File: config.mk
export PLATFORM = sky130hd
export DESIGN_NAME = gic_group_ctrl
export DESIGN_NICKNAME = d
export VERILOG_FILES = /design/src/pkg/gic_pkg.sv /design/src/rtl/gic_group_ctrl.sv
export SDC_FILE = /design/constraint.sdc
export NUM_CORES = 1
export LEC_CHECK = 0
export BUFFER_PORTS_ARGS = -buffer_cell sky130_fd_sc_hd__buf_2
export CORE_ASPECT_RATIO = 1.25
export CORE_MARGIN = 5
export CORE_UTILIZATION = 30
export DETAILED_ROUTE_END_ITERATION = 7
export PLACE_DENSITY = 0.49
export SYNTH_ARGS = -nofsm -noshare
export SYNTH_HDL_FRONTEND = slang
export SYNTH_SLANG_ARGS = --single-unit
File: constraint.sdc
create_clock -name i_core_clk -period 3.7 [get_ports i_core_clk]
set_input_delay 0 -clock i_core_clk [delete_from_list [all_inputs] [get_ports i_core_clk]]
set_output_delay 0 -clock i_core_clk [all_outputs]
set_load 0.01 [all_outputs]
File: src/pkg/gic_pkg.sv
// Package: constants and types for the group inhibit / interrupt control block
package gic_pkg;
    // ------------------------------------------------------------
    // Sizes
    // ------------------------------------------------------------
    localparam int NUM_INT = 4;
    localparam int NUM_GRP = 4;
    // ------------------------------------------------------------
    // Timing
    // ------------------------------------------------------------
    localparam int CLK_PERIOD_NS = 10;
    localparam int INH_LATENCY_NS = 10000;
    // Longest time, rounds down
    localparam int INH_LATENCY_CYC = INH_LATENCY_NS / CLK_PERIOD_NS;
    // ------------------------------------------------------------
    // Reset values
    // ------------------------------------------------------------
    localparam logic [3:0] RST_GRP_EN = 4'h0;
    localparam logic [3:0] RST_ONEHOT_0 = 4'h1;
    // Per-group sequencer states
    typedef enum logic [1:0] {
        GIC_GRP_OFF,
        GIC_GRP_PROG,
        GIC_GRP_WAIT,
        GIC_GRP_ON
    } gic_grp_state_e;
endpackage

File: src/rtl/gic_group_ctrl.sv
// Group inhibit and reprogramming trigger control of a power manager
`timescale 1ns/1ns
module gic_group_ctrl #(
    parameter int NUM_INT = gic_pkg::NUM_INT,
    parameter int NUM_GRP = gic_pkg::NUM_GRP
) (
    input wire logic i_core_clk,
    input wire logic i_rst,
    input wire logic [NUM_INT-1:0] i_int_n,
    input wire logic i_auto_power_up,
    input wire logic i_supply_ok,
    input wire logic [NUM_GRP-1:0] i_cmd_start,
    input wire logic [NUM_GRP-1:0] i_cmd_stop,
    input wire logic i_cfg_we,
    input wire logic [1:0] i_cfg_idx,
    input wire logic i_cfg_trigger,
    input wire logic [NUM_GRP-1:0] i_cfg_groups,
    input wire logic [NUM_GRP-1:0] i_prog_done,
    input wire logic [NUM_GRP-1:0] i_pg_in,
    output logic [NUM_GRP-1:0] o_pg_oe,
    output logic [NUM_GRP-1:0] o_pg_out,
    output logic [NUM_GRP-1:0] o_prog_req,
    output logic o_prog_status_clr,
    output logic [NUM_GRP-1:0] o_grp_on,
    output logic [NUM_INT-1:0] o_int_level,
    output logic [NUM_INT-1:0] o_cfg_trigger
);
    // ------------------------------------------------------------
    // Input synchronisers and edge detection
    // ------------------------------------------------------------
    logic [NUM_INT-1:0] sync1_r;
    logic [NUM_INT-1:0] sync2_r;
    logic [NUM_INT-1:0] prev_r;
    logic [NUM_INT-1:0] int_fall;
    logic [NUM_INT-1:0] int_rise;
    logic [NUM_INT-1:0] int_low;

    // Reset to released so a reset never fakes an edge
    always_ff @(posedge i_core_clk) begin
        if (i_rst) begin
            sync1_r <= '1;
            sync2_r <= '1;
            prev_r <= '1;
        end else begin
            sync1_r <= i_int_n;
            sync2_r <= sync1_r;
            prev_r <= sync2_r;
        end
    end
    assign int_fall = prev_r & ~sync2_r;
    assign int_rise = ~prev_r & sync2_r;
    assign int_low = ~sync2_r;

    // ------------------------------------------------------------
    // Interrupt configuration, one function bit per input
    // ------------------------------------------------------------
    logic [NUM_INT-1:0] trig_r;
    logic [NUM_GRP-1:0] inh_map_r [NUM_INT];

    // A single function bit makes inhibit and trigger exclusive
    always_ff @(posedge i_core_clk) begin
        if (i_rst) begin
            trig_r <= '0;
            for (int k = 0; k < NUM_INT; k++) begin
                inh_map_r[k] <= '0;
            end
        end else if (i_cfg_we) begin
            trig_r[i_cfg_idx] <= i_cfg_trigger;
            inh_map_r[i_cfg_idx] <= i_cfg_groups;
        end
    end

    // ------------------------------------------------------------
    // Per-group inhibit mask and trigger events
    // ------------------------------------------------------------
    logic [NUM_GRP-1:0] inhibit;
    logic [NUM_GRP-1:0] trig_fall;
    logic [NUM_GRP-1:0] trig_rise;
    logic supply_prev_r;
    logic supply_up;

    always_ff @(posedge i_core_clk) begin
        if (i_rst) begin
            supply_prev_r <= 1'b0;
        end else begin
            supply_prev_r <= i_supply_ok;
        end
    end
    assign supply_up = i_supply_ok & ~supply_prev_r;

    genvar g;
    generate
        for (g = 0; g < NUM_GRP; g++) begin : g_grp
            logic [NUM_INT-1:0] hit;
            logic [1:0] st_r;
            logic want_r;
            gic_pkg::gic_grp_state_e st;

            // Inhibit reaches the group from any assigned low input in inhibit mode
            for (genvar k = 0; k < NUM_INT; k++) begin : g_hit
                assign hit[k] = int_low[k] & ~trig_r[k] & inh_map_r[k][g];
            end
            assign inhibit[g] = |hit;
            // Trigger k drives only group k
            if (g < NUM_INT) begin : g_trig
                assign trig_fall[g] = int_fall[g] & trig_r[g];
                assign trig_rise[g] = int_rise[g] & trig_r[g];
            end else begin : g_notrig
                assign trig_fall[g] = 1'b0;
                assign trig_rise[g] = 1'b0;
            end
            assign st = gic_pkg::gic_grp_state_e'(st_r);

            // Group sequencer; "want" holds a pending power-up request
            always_ff @(posedge i_core_clk) begin
                if (i_rst) begin
                    st_r <= 2'(gic_pkg::GIC_GRP_OFF);
                    want_r <= 1'b0;
                end else if (trig_rise[g] || i_cmd_stop[g]) begin
                    st_r <= 2'(gic_pkg::GIC_GRP_OFF);
                    want_r <= 1'b0;
                end else if (trig_fall[g]) begin
                    // Programming is not blocked by inhibit
                    st_r <= 2'(gic_pkg::GIC_GRP_PROG);
                    want_r <= i_auto_power_up;
                end else begin
                    case (st)
                        gic_pkg::GIC_GRP_OFF: begin
                            if (i_cmd_start[g] ||
                                (supply_up && i_auto_power_up)) begin
                                st_r <= 2'(gic_pkg::GIC_GRP_WAIT);
                            end
                        end
                        gic_pkg::GIC_GRP_PROG: begin
                            if (i_prog_done[g]) begin
                                st_r <= want_r ? 2'(gic_pkg::GIC_GRP_WAIT)
                                               : 2'(gic_pkg::GIC_GRP_OFF);
                            end
                        end
                        gic_pkg::GIC_GRP_WAIT: begin
                            // Held here while inhibited: deferred start
                            if (!inhibit[g]) begin
                                st_r <= 2'(gic_pkg::GIC_GRP_ON);
                            end
                        end
                        default: begin
                            st_r <= st_r;
                        end
                    endcase
                end
            end

            // Line driven low unless the group is on, not inhibited and not released by its trigger;
            // a three-cycle path (two synchroniser stages, then this register) keeps the inhibit latency well under 10 us
            always_ff @(posedge i_core_clk) begin
                if (i_rst) begin
                    o_pg_oe[g] <= 1'b1;
                    o_grp_on[g] <= 1'b0;
                    o_prog_req[g] <= 1'b0;
                end else begin
                    o_pg_oe[g] <= inhibit[g]
                        || trig_rise[g]
                        || (st != gic_pkg::GIC_GRP_ON);
                    o_grp_on[g] <= (st == gic_pkg::GIC_GRP_ON) &&
                        !inhibit[g] && i_pg_in[g];
                    o_prog_req[g] <= (st == gic_pkg::GIC_GRP_PROG);
                end
            end
        end
    endgenerate

    // ------------------------------------------------------------
    // Status outputs
    // ------------------------------------------------------------
    always_ff @(posedge i_core_clk) begin
        if (i_rst) begin
            o_pg_out <= '0;
            o_prog_status_clr <= 1'b0;
            o_int_level <= '1;
            o_cfg_trigger <= '0;
        end else begin
            o_pg_out <= '0; // open-drain: only ever drives low
            o_prog_status_clr <= |trig_rise;
            o_int_level <= sync2_r;
            o_cfg_trigger <= trig_r;
        end
    end
endmodule // gic_group_ctrl

==> results of run 1 <==
metal layers:
metal  routed length (um)  track usage [%]
met1                 2920             13.6
met2                 3070             19.4
met3                  302             4.21
met4                  134             5.11
met5                    0                0
worst max-delay path, stage by stage, from the launching register on:
cell                        delay, ps
sky130_fd_sc_hd__dfxtp_1          400
sky130_fd_sc_hd__nor2_1           140
sky130_fd_sc_hd__a2111oi_0        620
sky130_fd_sc_hd__a311oi_1         190
sky130_fd_sc_hd__a211oi_1         220
power groups by stage:
stage	clock (mW)	sequential (mW)	combinational [mW]
floorplan	0	0.748	0.0945
global placement	0	0.754	0.135
detailed placement	0	0.755	0.134
CTS	0.853	0.741	0.145
global route	0.881	0.744	0.161
finish	0.826	0.741	0.143
metrics by stage:
step / setup WS [ps] / hold WS [ps] / cell area (um2)
detailed placement: 2040 / 186 / 3210
floorplan: 2330 / 104 / 2870
global placement: 2070 / 184 / 3210
CTS: 2030 / 5.28 / 3640
finish: 2060 / 5.89 / 3640
global route: 1930 / 22.8 / 3640
worst paths after layout:
| path | start | endpoint | cells after the start |
|---|---|---|---|
| max reg2reg | trig_r[2] | g_grp[3].st[0] | 4 |
| min | i_cfg_trigger | trig_r[2] | 3 |
| min reg2reg | sync1_r[0] | sync2_r[0] | 1 |
| max | trig_r[2] | g_grp[3].st[0] | 4 |
cell type report:
class	instances	area, um2
fill	929	5580
sequential	62	1400
multi-input combinational	195	1310
timing repair buffer	65	390
clock buffer	10	239
tap	123	154
inverter	23	86.3
clock inverter	6	61.3
synth_stat cells (6+ instances only):
library cell / number
sky130_fd_sc_hd__dfxtp_1: 46
sky130_fd_sc_hd__nor2_1: 31
sky130_fd_sc_hd__inv_1: 23
sky130_fd_sc_hd__edfxtp_1: 16
sky130_fd_sc_hd__ha_1: 16
sky130_fd_sc_hd__nand2_1: 16
sky130_fd_sc_hd__nor3b_1: 16
sky130_fd_sc_hd__or2_2: 15
sky130_fd_sc_hd__nor2b_1: 10
sky130_fd_sc_hd__nor3_1: 9
sky130_fd_sc_hd__nand3_1: 8
sky130_fd_sc_hd__nand3b_1: 8
sky130_fd_sc_hd__buf_4: 6
sky130_fd_sc_hd__mux2i_1: 6
sky130_fd_sc_hd__nand2b_1: 6
registers in the layout, summed over array words and instances (netlist names):
register,flops
g_grp.want_r,4
o_int_level,4
trig_r,4
inh_map_r,16
sync1_r,4
g_grp.st,8
o_prog_req,4
o_grp_on,4
o_pg_oe,4
sync2_r,4
supply_prev_r,1
o_cfg_trigger,4
o_prog_status_clr,1
logic make-up after synthesis:
kind of cell	count (synthesis)	share of synthesized area [%]
compound gates	37	10.7
mux	6	2.10
xor+xnor	1	0.307
other cells	1	0.131
simple gates	131	25.2
buf+inv	35	5.47
flops	62	49.1
fa+ha+maj	16	7.01
==> impl_metrics.sql, run 1 <==
INSERT INTO impl_metrics (metric_group, metric, value, unit) VALUES
('clock_tree', 'cts-root-to-sink-buffers', '2', ''),
('routing', 'finalWirelength', '6430', 'um'),
('routing', 'detailedRoute.firstIterationViolations', '59', ''),
('synth', 'synth-async-reset-ratio', '0', '%'),
('synth', 'synth_flop_cell', 'sky130_fd_sc_hd__dfxtp_1', ''),
('placement', 'post-dp-hpwl', '4840', 'um'),
('placement', 'numPlacedInstances', '455', ''),
('final_layout', 'antenna_cells_inserted', '0', ''),
('routing', 'drt-vias-per-instance', '4.58', ''),
('global_routing', 'overflow', '0', ''),
('run_status', 'status', 'complete, no violations', ''),
('clock_tree', 'holdBufCountCts', '13', ''),
('clock_tree', 'cts.sinks', '62', ''),
('timing', 'worst_pin_slew', '710', 'ps'),
('synth', 'avgSynthCellArea', '9.88', 'um2'),
('floorplanning', 'dieArea', '0.0116', 'mm2'),
('routing', 'final_antenna_net_count', '0', ''),
('synth', 'synthesis.area', '0.00286', 'mm2'),
('synth', 'yosys-top-cells-area', 'sky130_fd_sc_hd__dfxtp_1 (32%), sky130_fd_sc_hd__edfxtp_1 (17%), sky130_fd_sc_hd__ha_1 (7.0%)', ''),
('final_layout', 'synthToLayoutAreaGrowth', '27.5', '%'),
('worst_setup_path', 'cp-end-kind', 'register', ''),
('final_layout', 'commonest_non_fill_non_tap_cell_in_the_layout', 'sky130_fd_sc_hd__buf_2', ''),
('worst_setup_path', 'timing.setup.critical_path_class', 'register to register', ''),
('routing', 'vias', '2219', ''),
('synth', 'synth_cell_type_count', '39', ''),
('floorplanning', 'initial_core_utilization', '31.0', '%'),
('timing', 'achievable-frequency', '0.610', 'GHz'),
('placement', 'globalplace.congestion', '0.792', ''),
('pwr', 'sw_frac_of_total', '22.5', '%'),
('clock_tree', 'tritoncts.num_buffers', '9', ''),
('clock_tree', 'cts-resized-gates', '0', ''),
('pwr', 'design_power_total', '1.71', 'mW'),
('timing', 'period_minus_slack', '1640', 'ps'),
('synth', 'synth.ff_latch_count', '62', ''),
('pwr', 'vdd_drop_max', '0.192', 'mV'),
('worst_setup_path', 'data_arrival_time_at_the_worst_slack_endpoint', '1880', 'ps'),
('pwr', 'power.share.combinational', '8.3', '%'),
('timing', 'rsz0062_at_grt', 'false', ''),
('floorplanning', 'row_count', '39', ''),
('worst_setup_path', 'critical_path.max_fanout', '6', ''),
('synth', 'synth_enable_flop_cells', '16', ''),
('floorplanning', 'placeableCoreArea', '0.00922', 'mm2'),
('global_routing', 'grt_max_degree', '43', ''),
('final_layout', 'layout.nets', '404', ''),
('global_routing', 'grt_antenna_before_repair', '0', ''),
('clock_tree', 'clock-root-buffer', 'sky130_fd_sc_hd__clkbuf_16', ''),
('placement', 'io_buffers', '52', ''),
('hold_path', 'timing.hold.worst.class', 'primary input to register', ''),
('floorplanning', 'die_x', '97.3', 'um'),
('pwr', 'power.net_switching', '0.384', 'mW'),
('pwr', 'leakagePower', '1.54', 'nW'),
('final_layout', 'layout_common_cells', 'sky130_fd_sc_hd__buf_2 (52), sky130_fd_sc_hd__dfxtp_1 (46), sky130_fd_sc_hd__nor2_1 (31), sky130_fd_sc_hd__inv_1 (23)', ''),
('clock_tree', 'post-cts-setup-buffer-count', '0', ''),
('global_routing', 'gr-usage-all-layers', '11.7', '%'),
('timing', 'final_min_period_over_clock_period', '44.3', '%'),
('timing', 'final_setup_fails', '0', ''),
('clock_tree', 'cts_tree', 'built', ''),
('clock_tree', 'clock_insertion_delay_worst_skew', '320', 'ps'),
('final_layout', 'layout.core_utilization', '39.5', '%'),
('worst_setup_path', 'worstPathRequired', '3940', 'ps'),
('global_routing', 'first_global_vias', '2275', ''),
('job', 'maxCapViolCount', '0', ''),
('synth', 'post_synthesis_cell_type_with_the_largest_combined_area', 'sky130_fd_sc_hd__dfxtp_1', ''),
('clock_tree', 'cts.reportedPaths.clkPinSlew', '50', 'ps'),
('worst_setup_path', 'startpoint_type', 'register', ''),
('synth', 'synth_largest_type_area_fraction', '32.2', '%'),
('synth', 'synth_cells', '289', ''),
('timing', 'totalNegativeSetupSlack', '0', 'ps'),
('floorplanning', 'die_h', '119', 'um'),
('floorplanning', 'boundaryPins', '57', ''),
('pwr', 'p_per_area', '470', 'mW/mm2');
No activity file was read; power rests on OpenSTA's default activity.
==> inputs of run 2 (changes only) <==
==> constraint.sdc (replaced) <==
create_clock -name i_core_clk -period 1.65 [get_ports i_core_clk]
set_input_delay 0 -clock i_core_clk [delete_from_list [all_inputs] [get_ports i_core_clk]]
set_output_delay 0 -clock i_core_clk [all_outputs]
set_load 0.01 [all_outputs]
==> impl_metrics.sql, run 2 (synthesis results as in run 1) <==
INSERT INTO impl_metrics (metric_group, metric, value, unit) VALUES
('final_layout', 'layout.nets', '418', ''),
('floorplanning', 'dieArea', '0.0116', 'mm2'),
('clock_tree', 'post-cts-setup-buffer-count', '0', ''),
('final_layout', 'multi_input_area', '0.00131', 'mm2'),
('worst_setup_path', 'r2r_start', 'inh_map_r[3][3]', ''),
('hold_path', 'hold_ep', 'trig_r[0]', ''),
('placement', 'place_worst_setup_slack', '100', 'ps'),
('final_layout', 'regArea', '0.00140', 'mm2'),
('floorplanning', 'initial_core_utilization', '31.0', '%'),
('final_layout', 'drive_gt1_share', '25.3', '%'),
('global_routing', 'gr-usage-all-layers', '12.1', '%'),
('routing', 'detail_route.first_pass.iterations', '4', ''),
('worst_setup_path', 'reg2reg_setup_slack', '150', 'ps'),
('routing', 'finalWirelength', '6600', 'um'),
('worst_setup_path', 'timing.setup.critical_path_class', 'register to register', ''),
('worst_setup_path', 'crit-reg2reg-capture', 'g_grp[3].st[0]', ''),
('worst_setup_path', 'cp-end-kind', 'register', ''),
('final_layout', 'max_flop_register', 'inh_map_r', ''),
('floorplanning', 'die_h', '119', 'um'),
('pwr', 'sw_frac_of_total', '22.2', '%'),
('hold_path', 'worst_hold_startpoint', 'i_cfg_we', ''),
('global_routing', 'overflow', '0', ''),
('floorplanning', 'placeableCoreArea', '0.00922', 'mm2'),
('pwr', 'vdd_drop_max', '0.539', 'mV'),
('pwr', 'p_per_area', '1020', 'mW/mm2'),
('timing', 'worst_slew_margin_rel', '66.7', '%'),
('run_status', 'status', 'complete, no violations', ''),
('global_routing', 'grt_antenna_before_repair', '0', ''),
('global_routing', 'grt_max_degree', '18', ''),
('routing', 'routed_length_per_instance', '13.3', 'um'),
('placement', 'post-dp-hpwl', '5080', 'um'),
('timing', 'totalNegativeSetupSlack', '0', 'ps'),
('worst_setup_path', 'critical_path.max_fanout', '2', ''),
('pwr', 'p_int', '2.98', 'mW'),
('timing', 'hold_violations', '0', ''),
('clock_tree', 'tritoncts.num_buffers', '9', ''),
('routing', 'drt-vias-per-instance', '4.50', ''),
('worst_setup_path', 'startpoint_type', 'register', ''),
('routing', 'final_antenna_net_count', '0', ''),
('final_layout', 'antenna_cells_inserted', '0', ''),
('final_layout', 'commonest_non_fill_non_tap_cell_in_the_layout', 'sky130_fd_sc_hd__buf_2', ''),
('final_layout', 'largest_register_ffs', '16', ''),
('timing', 'worst_pin_slew', '487', 'ps'),
('timing', 'final_setup_fails', '0', ''),
('clock_tree', 'cts_tree', 'built', ''),
('clock_tree', 'cts-root-to-sink-buffers', '2', ''),
('hold_path', 'hold_depth', '3', ''),
('timing', 'timing.final.max_slew_violations', '0', ''),
('timing', 'finClkSkew', '5.01', 'ps'),
('final_layout', 'synthToLayoutAreaGrowth', '31.0', '%'),
('worst_setup_path', 'data_arrival_time_at_the_worst_slack_endpoint', '1730', 'ps'),
('final_layout', 'layout_common_cells', 'sky130_fd_sc_hd__buf_2 (52), sky130_fd_sc_hd__dfxtp_1 (45), sky130_fd_sc_hd__nor2_1 (31), sky130_fd_sc_hd__inv_1 (23)', ''),
('pwr', 'clkPwrFrac', '47.6', '%'),
('pwr', 'power.net_switching', '0.850', 'mW'),
('routing', 'vias', '2239', ''),
('floorplanning', 'boundaryPins', '57', ''),
('timing', 'period_minus_slack', '1500', 'ps'),
('clock_tree', 'clock-root-buffer', 'sky130_fd_sc_hd__clkbuf_16', ''),
('clock_tree', 'cts.sinks', '62', ''),
('routing', 'detailedRoute.firstIterationViolations', '87', ''),
('timing', 'final.setup.worst_slack', '150', 'ps'),
('timing', 'final_min_period_over_clock_period', '90.9', '%'),
('pwr', 'design_power_total', '3.83', 'mW'),
('worst_setup_path', 'worstPathRequired', '1880', 'ps'),
('clock_tree', 'cts.reportedPaths.clkPinSlew', '50', 'ps'),
('clock_tree', 'clock_insertion_delay_worst_skew', '320', 'ps'),
('pwr', 'leakagePower', '1.62', 'nW'),
('floorplanning', 'row_count', '39', ''),
('timing', 'achievable-frequency', '0.666', 'GHz'),
('placement', 'io_buffers', '52', ''),
('global_routing', 'global_route_wire_length_before_repair', '11100', 'um'),
('hold_path', 'timing.hold.worst.class', 'primary input to register', ''),
('pwr', 'share_seq_of_total_power', '43.3', '%'),
('global_routing', 'first_global_vias', '2258', ''),
('placement', 'globalplace.congestion', '0.776', ''),
('timing', 'final.hold.worst_slack', '11.3', 'ps'),
('final_layout', 'num-fill-cells', '944', ''),
('floorplanning', 'die_x', '97.3', 'um'),
('clock_tree', 'cts_htree_levels', '3', ''),
('routing', 'drcViolationCount', '0', ''),
('pwr', 'power.share.combinational', '9.1', '%'),
('worst_setup_path', 'ff2ff_path_depth', '5', ''),
('job', 'maxCapViolCount', '0', ''),
('timing', 'rsz0062_at_grt', 'false', '');
run 2: changes by cell type in the layout (fill, tap and decap cells not counted), sizes merged:
cell | previous run | this run
clkinv | 2 | 5
buf | 52 | 65
clkinvlp | 3 | 0
dlygate4sd3 | 13 | 14
run 2: cell type report:
cell class                      count  share of cell area (%)
Inverter                           23                    2.31
Clock inverter                      6                    1.37
Clock buffer                       10                    6.39
Tap cell                          123                    4.11
Multi-Input combinational cell    195                    35.0
Sequential cell                    62                    37.5
Timing Repair Buffer               79                    13.3
run 2: worst max path at each step:
stage / start / end / cells past startpoint
after global placement: trig_r[1] / o_grp_on[0] / 4
after floorplan: trig_r[1] / g_grp[0].st[1] / 5
after global routing: trig_r[2] / g_grp[1].st[0] / 5
after CTS: trig_r[1] / g_grp[3].st[0] / 5
after detailed placement: trig_r[1] / g_grp[3].st[0] / 5
final: inh_map_r[3][3] / g_grp[3].st[0] / 5
run 2: through the flow:
step           utilization (%)  cell area (um2)  cells
6_report                  40.6             3740    498
2_1_floorplan                -             2870    292
5_1_grt                   40.6             3740    498
3_3_place_gp              35.9             3310    468
4_1_cts                   40.6             3740    498
3_5_place_dp              35.9             3310    468
run 2: worst max-delay path: stages (launching register included):
cell and delay (ps):
sky130_fd_sc_hd__edfxtp_1 360, sky130_fd_sc_hd__nor3b_1 160, sky130_fd_sc_hd__a2111oi_1 410, sky130_fd_sc_hd__buf_4 180, sky130_fd_sc_hd__a311oi_1 80, sky130_fd_sc_hd__a211oi_1 220
run 2: repair_timing:
item                       in CTS  in global routing
setup endpoints to repair       0                  1
hold buffers                   14                  0
gates resized for setup         0                  2
hold endpoints to repair       20                  0
run 2: power by group through the flow:
stage	registers (mW)	logic [mW]	clock network [mW]
6_report	1.66	0.348	1.82
4_1_cts	1.66	0.351	1.87
2_1_floorplan	1.68	0.212	0
3_3_place_gp	1.69	0.322	0
3_5_place_dp	1.69	0.324	0
5_1_grt	1.66	0.391	1.95
run 2: per-layer routing:
layer	vias up	share of wire, %	track usage [%]
li1	1160	-	-
met1	1026	45	14.6
met2	43	48	20.0
met3	10	4.9	4.62
met4	0	1.6	3.90
met5	-	0	0
